File: src/chg_regs_pkg.sv
// Package: register offsets, field positions, reset values and timing counts for the charger
package chg_regs_pkg;

   ////////////////////////////////////////////////////////////////////////////
   // Register offsets (byte addresses on the serial register port)
   localparam logic [7:0] ADDR_CURRENT_PRIMARY = 8'h08;
   localparam logic [7:0] ADDR_STATUS_TIMEOUT = 8'h09;
   localparam logic [7:0] ADDR_MODE_CURRENT_ALT = 8'h0a;
   localparam logic [7:0] ADDR_CONTROL_FLAGS = 8'h0b;

   ////////////////////////////////////////////////////////////////////////////
   // Field positions
   localparam int LEVEL_A_LSB = 4;
   localparam int LEVEL_B_LSB = 4;
   localparam int LINEAR_MODE_BIT = 7;
   localparam int SUPPLY_GOOD_BIT = 0;
   localparam int CHARGING_BIT = 1;
   localparam int THERMAL_BIT = 2;
   localparam int TIMER_FAULT_BIT = 3;
   localparam int BATTERY_MISSING_BIT = 4;
   localparam int TIMER_SELECT_LSB = 6;
   localparam int SUSPEND_BIT = 0;
   localparam int HEALTHY_BIT = 1;
   localparam int USB_SELECT_BIT = 2;
   localparam int EXACT_BIT = 3;

   ////////////////////////////////////////////////////////////////////////////
   // Reset values of writable fields
   localparam logic [3:0] RST_LEVEL_A = 4'h0;
   localparam logic [2:0] RST_LEVEL_B = 3'h0;
   localparam logic RST_LINEAR_MODE = 1'b0;
   localparam logic [1:0] RST_TIMER_SELECT = 2'h2;
   localparam logic RST_SUSPEND = 1'b0;
   localparam logic RST_USB_SELECT = 1'b0;
   localparam logic RST_EXACT = 1'b0;

   ////////////////////////////////////////////////////////////////////////////
   // Timeout selections and timing
   localparam logic [1:0] TIMER_60 = 2'h0;
   localparam logic [1:0] TIMER_90 = 2'h1;
   localparam logic [1:0] TIMER_120 = 2'h2;
   localparam logic [1:0] TIMER_NONE = 2'h3;
   localparam longint CLK_HZ = 40000000;
   localparam longint TICK_MS = 1;
   localparam int TICK_CYCLES = int'((CLK_HZ * TICK_MS) / 1000);
   localparam longint MIN_60 = 60;
   localparam longint MIN_90 = 90;
   localparam longint MIN_120 = 120;
   localparam int MS_PER_MIN = 60000;
   localparam int TICKS_60 = int'(MIN_60 * MS_PER_MIN / TICK_MS);
   localparam int TICKS_90 = int'(MIN_90 * MS_PER_MIN / TICK_MS);
   localparam int TICKS_120 = int'(MIN_120 * MS_PER_MIN / TICK_MS);

   // Charge level pin states as decoded from the pad's current sense
   typedef enum logic [1:0] {
      LEVEL_LOW = 2'b00,
      LEVEL_HIGH = 2'b01,
      LEVEL_FLOAT = 2'b10
   } level_t;

   typedef enum logic [2:0] {
      ST_SLEEP = 3'b000,
      ST_SUSPEND = 3'b001,
      ST_TIMEOUT_FAULT = 3'b010,
      ST_PRECONDITION = 3'b011,
      ST_FAST_CHARGE = 3'b100,
      ST_TOP_OFF = 3'b101
   } charge_state_t;

endpackage

File: src/charge_level_decode.sv
// Decoder for the charge level pin: low, high or floating
`timescale 1ns/1ps
module charge_level_decode (
   input wire logic i_clk,
   input wire logic i_rst,
   input wire logic i_sink_over_window,
   input wire logic i_source_over_window,
   input wire logic i_pin_high,
   output chg_regs_pkg::level_t o_level
);
   // Pin current inside +/-2 uA asserts neither window comparator
   always_ff @(posedge i_clk or posedge i_rst) begin
      if (i_rst) begin
         o_level <= chg_regs_pkg::LEVEL_FLOAT;
      end else if (!i_sink_over_window && !i_source_over_window) begin
         o_level <= chg_regs_pkg::LEVEL_FLOAT;
      end else if (i_pin_high) begin
         o_level <= chg_regs_pkg::LEVEL_HIGH;
      end else begin
         o_level <= chg_regs_pkg::LEVEL_LOW;
      end
   end
endmodule // charge_level_decode

File: src/li_charger_control_regs.sv
// Charger control and status registers with the charge state controller
`timescale 1ns/1ps

////////////////////////////////////////////////////////////////////////////////
// Functional notes
// Host writes exact bits with default values
// Read-only bits ignore writes
// Status bit 0 reports input supply good
// Floating level pin suspends charging
// Level pin low 90 mA, high 450 mA
// Sleep, suspend, fault, precondition, fast, top-off
// Restart charge 200 mV below termination
// Timer select 60/90/120/none; expiry faults
// Auto charge unless float, suspend, fault
// Healthy needs input good and no fault
// Register 0Bh bit 0 suspends charging
module li_charger_control_regs #(
   parameter int TICK_CYCLES = chg_regs_pkg::TICK_CYCLES,
   parameter int TICKS_60 = chg_regs_pkg::TICKS_60,
   parameter int TICKS_90 = chg_regs_pkg::TICKS_90,
   parameter int TICKS_120 = chg_regs_pkg::TICKS_120
) (
   input wire logic i_clk,
   input wire logic i_rst,
   input wire logic i_wr_en,
   input wire logic [7:0] i_addr,
   input wire logic [7:0] i_wr_data,
   output logic [7:0] o_rd_data,
   input wire logic i_sink_over_window,
   input wire logic i_source_over_window,
   input wire logic i_pin_high,
   input wire logic i_vin_above_bat,
   input wire logic i_vin_above_uvlo,
   input wire logic i_over_temp,
   input wire logic i_battery_missing,
   input wire logic i_bat_above_precond,
   input wire logic i_at_termination,
   input wire logic i_end_of_charge,
   input wire logic i_below_restart,
   output logic o_charge_enable,
   output logic [1:0] o_current_mode,
   output logic [3:0] o_fast_charge_level_a,
   output logic [2:0] o_fast_charge_level_b,
   output logic o_linear_supply_mode,
   output logic [2:0] o_state
);
   // Refused at elaboration: a zero timeout count would expire as soon as a charge cycle starts
   if (TICK_CYCLES < 1 || TICKS_60 < 1 || TICKS_90 < 1 || TICKS_120 < 1) begin : g_bad_counts
      $error("Timer counts must be at least one");
   end

   ////////////////////////////////////////////////////////////////////////////
   // Writable control fields, status flags and charge state
   logic [3:0] level_a_reg;
   logic [2:0] level_b_reg;
   logic linear_mode_reg;
   logic [1:0] timer_select_reg;
   logic suspend_reg;
   logic usb_select_reg;
   logic exact_reg;
   logic timer_fault_reg;
   logic supply_good_reg;
   logic healthy_reg;
   logic done_reg;
   chg_regs_pkg::charge_state_t state_reg;
   chg_regs_pkg::charge_state_t state_next;
   chg_regs_pkg::level_t level;

   charge_level_decode u_level (
      .i_clk(i_clk),
      .i_rst(i_rst),
      .i_sink_over_window(i_sink_over_window),
      .i_source_over_window(i_source_over_window),
      .i_pin_high(i_pin_high),
      .o_level(level)
   );

   // Only writable fields are stored here; host writes never reach read-only positions
   always_ff @(posedge i_clk or posedge i_rst) begin
      if (i_rst) begin
         level_a_reg <= chg_regs_pkg::RST_LEVEL_A;
         level_b_reg <= chg_regs_pkg::RST_LEVEL_B;
         linear_mode_reg <= chg_regs_pkg::RST_LINEAR_MODE;
         timer_select_reg <= chg_regs_pkg::RST_TIMER_SELECT;
         suspend_reg <= chg_regs_pkg::RST_SUSPEND;
         usb_select_reg <= chg_regs_pkg::RST_USB_SELECT;
         exact_reg <= chg_regs_pkg::RST_EXACT;
      end else if (i_wr_en) begin
         case (i_addr)
            chg_regs_pkg::ADDR_CURRENT_PRIMARY: begin
               level_a_reg <= i_wr_data[chg_regs_pkg::LEVEL_A_LSB +: 4];
            end
            chg_regs_pkg::ADDR_STATUS_TIMEOUT: begin
               timer_select_reg <= i_wr_data[chg_regs_pkg::TIMER_SELECT_LSB +: 2];
            end
            chg_regs_pkg::ADDR_MODE_CURRENT_ALT: begin
               linear_mode_reg <= i_wr_data[chg_regs_pkg::LINEAR_MODE_BIT];
               level_b_reg <= i_wr_data[chg_regs_pkg::LEVEL_B_LSB +: 3];
            end
            chg_regs_pkg::ADDR_CONTROL_FLAGS: begin
               suspend_reg <= i_wr_data[chg_regs_pkg::SUSPEND_BIT];
               usb_select_reg <= i_wr_data[chg_regs_pkg::USB_SELECT_BIT];
               exact_reg <= i_wr_data[chg_regs_pkg::EXACT_BIT];
            end
            default: begin
            end
         endcase
      end
   end

   ////////////////////////////////////////////////////////////////////////////
   // Timeout tick divider and charge timer
   logic [$clog2(TICK_CYCLES + 1)-1:0] div_reg;
   logic tick;
   logic [31:0] timer_reg;
   logic [31:0] limit;
   logic active;

   assign tick = (div_reg == '0);
   assign active = (state_reg == chg_regs_pkg::ST_PRECONDITION) ||
                   (state_reg == chg_regs_pkg::ST_FAST_CHARGE) ||
                   (state_reg == chg_regs_pkg::ST_TOP_OFF);

   always_comb begin
      case (timer_select_reg)
         chg_regs_pkg::TIMER_60: limit = 32'(TICKS_60);
         chg_regs_pkg::TIMER_90: limit = 32'(TICKS_90);
         chg_regs_pkg::TIMER_120: limit = 32'(TICKS_120);
         default: limit = '1;
      endcase
   end

   always_ff @(posedge i_clk or posedge i_rst) begin
      if (i_rst) begin
         div_reg <= '0;
      end else if (tick) begin
         div_reg <= ($clog2(TICK_CYCLES + 1))'(TICK_CYCLES - 1);
      end else begin
         div_reg <= div_reg - 1'b1;
      end
   end

   logic expired;
   assign expired = (timer_select_reg != chg_regs_pkg::TIMER_NONE) && (timer_reg >= limit);

   // Timer runs only while a charge cycle is active and restarts per cycle
   always_ff @(posedge i_clk or posedge i_rst) begin
      if (i_rst) begin
         timer_reg <= '0;
      end else if (!active) begin
         timer_reg <= '0;
      end else if (tick && !expired) begin
         timer_reg <= timer_reg + 32'h00000001;
      end
   end

   ////////////////////////////////////////////////////////////////////////////
   // Charge state controller
   logic supply_ok;
   logic blocked;
   assign supply_ok = i_vin_above_bat && i_vin_above_uvlo;
   // Thermal and battery faults also hold off a new cycle and stop a running one
   assign blocked = (level == chg_regs_pkg::LEVEL_FLOAT) || suspend_reg ||
                    i_over_temp || i_battery_missing;

   always_comb begin
      state_next = state_reg;
      case (state_reg)
         chg_regs_pkg::ST_SLEEP: begin
            if (supply_ok) begin
               state_next = blocked ? chg_regs_pkg::ST_SUSPEND
                                    : chg_regs_pkg::ST_PRECONDITION;
            end
         end
         chg_regs_pkg::ST_SUSPEND: begin
            if (!blocked && !timer_fault_reg) begin
               state_next = chg_regs_pkg::ST_PRECONDITION;
            end
         end
         chg_regs_pkg::ST_TIMEOUT_FAULT: begin
            state_next = chg_regs_pkg::ST_TIMEOUT_FAULT;
         end
         chg_regs_pkg::ST_PRECONDITION: begin
            if (expired) begin
               state_next = chg_regs_pkg::ST_TIMEOUT_FAULT;
            end else if (i_bat_above_precond) begin
               state_next = chg_regs_pkg::ST_FAST_CHARGE;
            end
         end
         chg_regs_pkg::ST_FAST_CHARGE: begin
            if (expired) begin
               state_next = chg_regs_pkg::ST_TIMEOUT_FAULT;
            end else if (i_at_termination) begin
               state_next = chg_regs_pkg::ST_TOP_OFF;
            end
         end
         chg_regs_pkg::ST_TOP_OFF: begin
            if (expired) begin
               state_next = chg_regs_pkg::ST_TIMEOUT_FAULT;
            end else if (i_end_of_charge) begin
               state_next = chg_regs_pkg::ST_SUSPEND;
            end
         end
         default: state_next = chg_regs_pkg::ST_SLEEP;
      endcase
      // Done charge waits in suspend until the battery sags 200 mV
      if (state_reg == chg_regs_pkg::ST_SUSPEND && !i_below_restart && done_reg) begin
         state_next = chg_regs_pkg::ST_SUSPEND;
      end
      // Losing input power or a blocking cause overrides any charging state
      if (!supply_ok) begin
         state_next = chg_regs_pkg::ST_SLEEP;
      end else if (blocked && active) begin
         state_next = chg_regs_pkg::ST_SUSPEND;
      end
   end

   // Set after end-of-charge; cleared once the restart threshold is crossed
   always_ff @(posedge i_clk or posedge i_rst) begin
      if (i_rst) begin
         done_reg <= 1'b0;
      end else if (state_reg == chg_regs_pkg::ST_TOP_OFF && i_end_of_charge) begin
         done_reg <= 1'b1;
      end else if (i_below_restart || !supply_ok) begin
         done_reg <= 1'b0;
      end
   end

   always_ff @(posedge i_clk or posedge i_rst) begin
      if (i_rst) begin
         state_reg <= chg_regs_pkg::ST_SLEEP;
      end else begin
         state_reg <= state_next;
      end
   end

   // Fault latched until input power is removed
   always_ff @(posedge i_clk or posedge i_rst) begin
      if (i_rst) begin
         timer_fault_reg <= 1'b0;
      end else if (active && expired) begin
         timer_fault_reg <= 1'b1;
      end else if (!supply_ok) begin
         timer_fault_reg <= 1'b0;
      end
   end

   always_ff @(posedge i_clk or posedge i_rst) begin
      if (i_rst) begin
         supply_good_reg <= 1'b0;
         healthy_reg <= 1'b0;
      end else begin
         supply_good_reg <= supply_ok;
         healthy_reg <= supply_ok && !timer_fault_reg && !i_over_temp &&
                        !i_battery_missing;
      end
   end

   ////////////////////////////////////////////////////////////////////////////
   // Outputs and read-back
   always_ff @(posedge i_clk or posedge i_rst) begin
      if (i_rst) begin
         o_charge_enable <= 1'b0;
         o_current_mode <= 2'h0;
         o_fast_charge_level_a <= chg_regs_pkg::RST_LEVEL_A;
         o_fast_charge_level_b <= chg_regs_pkg::RST_LEVEL_B;
         o_linear_supply_mode <= chg_regs_pkg::RST_LINEAR_MODE;
         o_state <= 3'h0;
      end else begin
         o_charge_enable <= active;
         // Mode 0: 90 mA level, 1: 450 mA level, 2: programmed level
         o_current_mode <= (level_a_reg != 4'h0) ? 2'h2 :
                           (level == chg_regs_pkg::LEVEL_HIGH) ? 2'h1 : 2'h0;
         o_fast_charge_level_a <= level_a_reg;
         o_fast_charge_level_b <= level_b_reg;
         o_linear_supply_mode <= linear_mode_reg;
         o_state <= state_reg;
      end
   end

   always_ff @(posedge i_clk or posedge i_rst) begin
      if (i_rst) begin
         o_rd_data <= 8'h00;
      end else begin
         case (i_addr)
            chg_regs_pkg::ADDR_CURRENT_PRIMARY: o_rd_data <= {level_a_reg, 4'h0};
            chg_regs_pkg::ADDR_STATUS_TIMEOUT: o_rd_data <= {timer_select_reg, 1'b0,
               i_battery_missing, timer_fault_reg, i_over_temp, active,
               supply_good_reg};
            chg_regs_pkg::ADDR_MODE_CURRENT_ALT: o_rd_data <= {linear_mode_reg, level_b_reg,
               4'h0};
            chg_regs_pkg::ADDR_CONTROL_FLAGS: o_rd_data <= {4'h0, exact_reg, usb_select_reg,
               healthy_reg, suspend_reg};
            default: o_rd_data <= 8'h00;
         endcase
      end
   end
endmodule // li_charger_control_regs

File: config.mk
export PLATFORM = sky130hd
export DESIGN_NAME = li_charger_control_regs
export DESIGN_NICKNAME = d
export VERILOG_FILES = /design/src/chg_regs_pkg.sv /design/src/charge_level_decode.sv /design/src/li_charger_control_regs.sv
export SDC_FILE = /design/constraint.sdc
export NUM_CORES = 1
export LEC_CHECK = 0
export BUFFER_PORTS_ARGS = -buffer_cell sky130_fd_sc_hd__buf_4
export CORE_MARGIN = 1
export CORE_UTILIZATION = 50
export CTS_CLUSTER_DIAMETER = 40
export CTS_CLUSTER_SIZE = 24
export DETAILED_ROUTE_END_ITERATION = 10
export PLACE_DENSITY_LB_ADDON = 0.3
export REMOVE_ABC_BUFFERS = 1
export SLEW_MARGIN = 20
export SYNTH_ARGS = -nofsm -noshare
export SYNTH_HDL_FRONTEND = slang
export SYNTH_HIERARCHICAL = 1
export SYNTH_SLANG_ARGS = --single-unit
export TNS_END_PERCENT = 10
File: constraint.sdc
create_clock -name i_clk -period 3.55 [get_ports i_clk]
set_clock_uncertainty 0.1 [all_clocks]
set_input_delay 0.71 -clock i_clk [delete_from_list [all_inputs] [get_ports i_clk]]
set_output_delay 0.71 -clock i_clk [all_outputs]
set_load 0.02 [all_outputs]
==> results.toml <==
[critical_path]
worstSetupPathType = "reg -> reg"
critPathLaunch = "timer_select_reg[0]"
r2r_slack_ns = 0.07
r2r_start = "timer_select_reg[0]"
startpoint_type = "flip-flop"
cp.required_ns = 3.74
endpoint = "timer_reg[25]"
critPathCaptureType = "flip-flop"
r2r_cells = 11
cp.arrival_ns = 3.67
r2r_end = "timer_reg[25]"
cp_max_fo = 14

[timing]
fmax_ghz = 0.288
max_slew_margin_pct = 42.7
finalHoldViolCount = 0
finalSetupViolCount = 0
fin_tns_setup_ns = 0
rsz0062_at_grt = "yes"
worst_pin_slew_ns = 0.847
fin_hold_ws_ns = 0.101
finalCritPeriodShare_pct = 97.9
period_needed_ns = 3.48
slew_violations = 0

[global_route]
gr-usage-all-layers_pct = 21.7
grt_max_degree = 49
grt_pass1_vias = 3804
antenna_found_initial = 0
grt_pass1_wl_mm = 17.7
grt_overflow_total = 0

[clock_network]
root_buffer = "clkbuf_8"
post_cts_buffers = 0
path_clk_slew_ns = 0.10
cts_buffer_depth = 2
worstSkewPairLatency_ns = 0.37
clock-sinks = 92
postCtsHoldBufs = 0
cts_tree = "yes"
htreeDepth = 3
cts_buffers = 9

[logic_synthesis]
synth_area_mm2 = 0.00501
yosysWarningCount = 6
synth-edff-count = 0
ys_seq_elements = 92
ys_seq_area_share_pct = 46.0
syn_avg_cell_area_um2 = 10.2
synth_cell_types = 63
synth_ff_type = "dfrtp_1"
ys_async_sr_fraction_pct = 100
synthCells = 492

[floorplanning]
die_w_um = 102
rows = 36
start_util_pct = 51.5
core_mm2 = 0.00973
io_pins = 52
fp.dieArea_mm2 = 0.0104
die_y_um = 102

[placement]
hpwl_mm = 7.46
place.port_buffers = 50
gp_congestion = 0.863
place_area_mm2 = 0.00555

[finish]
nets = 614
design_area_mm2 = 0.00573
diodes = 0
layout_common_cells = "dfrtp_1 (90), buf_4 (60), nor2_1 (42), nand2_1 (37), ha_1 (35)"
drive_gt1_share_pct = 19.9
nFillCells = 847
largest_register_ff_count = 32
area_growth_pct = 14.3
post-route-util_pct = 58.9
layout_commonest_cell = "dfrtp_1"

[route]
drt-pass1-iter-count = 4
drt-total-wl_mm = 10.4
dr_total_vias = 3899
drcViolationCount = 0
vias_per_cell = 5.68
antenna_left = 0
wl_per_cell_um = 15.2
drt_iter0_drc = 180

[power_and_ir_drop]
power_leakage_nw = 2.63
power_frac_comb_pct = 7.4
p_total_mw = 1.87
power_density_mw_per_mm2 = 326
switchingPower_uw = 481
peakVddDrop_uv = 170
pwr-share-seq_pct = 57.6
netSwitchingFraction_pct = 25.7
p_clk_share_pct = 35.0
p_int_mw = 1.39

[flow_run]
maxCapViolations = 0

[status]
status = "complete, no violations"

[worst_hold_path]
min_path_type = "in -> async"
critical path: stages, from the launching register on:
cell and delay (ns):
dfrtp_1 0.39, ha_1 0.22, inv_1 0.39, ha_1 0.36, a21oi_1 0.14, o21ai_0 0.13, a22oi_1 0.23, o2111ai_1 0.22
a21oi_4 0.30, o211ai_4 0.20, or4_1 0.54, a21oi_1 0.15
worst min path at each step:
stage                         start                  endpoint  slack [ns]  cells past startpoint
finish                        i_rst        u_level/o_level[0]        0.10                      2
global route                  i_rst        u_level/o_level[0]        0.10                      2
CTS                           i_rst        u_level/o_level[0]        0.09                      2
detailed placement  linear_mode_reg      o_linear_supply_mode        0.29                      0
global placement    linear_mode_reg      o_linear_supply_mode        0.29                      0
floorplan            level_b_reg[1]  o_fast_charge_level_b[1]        0.27                      0
through the flow:
step                setup WS, ns  std cells
finish                    0.0745        687
global route              -0.142        687
CTS                       0.0859        687
detailed placement         0.146        671
global placement           0.185        671
floorplan                  0.182        477
cell type report:
class / instances / area (um2) / share of cell area, %
clock buffers: 10 / 128 / 2.23
clock inverters: 6 / 46.3 / 0.808
inverters: 23 / 87.6 / 1.53
multi-input cells: 362 / 2520 / 44.1
flip-flops and latches: 92 / 2300 / 40.2
well taps: 133 / 166 / 2.91
repair buffers: 61 / 470 / 8.21
power by group through the flow:
| stage | Clock (mW) | Combinational [mW] | Sequential (mW) |
|---|---|---|---|
| after floorplan | 0 | 0.0586 | 1.11 |
| after global placement | 0 | 0.135 | 1.10 |
| after detailed placement | 0 | 0.139 | 1.10 |
| after CTS | 0.664 | 0.139 | 1.08 |
| after global routing | 0.709 | 0.153 | 1.08 |
| final | 0.655 | 0.137 | 1.08 |
cells by family after synthesis:
group | share of synthesized area (%)
AND/OR/NAND/NOR | 19.0
buffers and inverters | 3.72
AO/OA/AOI/OAI | 14.1
multiplexers | 4.75
flip-flops | 46.0
adder cells (fa/ha/maj) | 8.74
XOR/XNOR | 3.67
synthesized netlist by cell type (5+ instances only):
master | count | area [um2]
mux2i_1 | 8 | 80.1
o2111ai_1 | 6 | 52.6
a21oi_1 | 34 | 170
xor2_1 | 14 | 123
or3_1 | 12 | 75.1
nor3_1 | 10 | 50.1
o31ai_1 | 6 | 45.0
or4_1 | 12 | 90.1
o211ai_1 | 11 | 82.6
nand3_1 | 16 | 80.1
o21ai_0 | 21 | 105
mux2_2 | 14 | 158
ha_1 | 35 | 438
clkbuf_1 | 5 | 18.8
o21ai_1 | 6 | 30.0
nor2_1 | 44 | 165
inv_1 | 22 | 82.6
dfrtp_1 | 90 | 2250
nand4_1 | 10 | 62.6
buf_6 | 5 | 56.3
xnor2_1 | 7 | 61.3
and3_1 | 5 | 31.3
nand2_1 | 37 | 139
metal layers:
layer	track usage (%)	routed length (um)
met1	28.0	4800
met2	36.4	5080
met3	3.35	384
met4	9.45	185
met5	0	0
timing repair:
action | 4_1_cts | 5_1_grt
gates resized for setup | 0 | 1
setup endpoints to repair | 0 | 17
hold endpoints to repair | 0 | 0
Power figures use the tool's default switching activity.
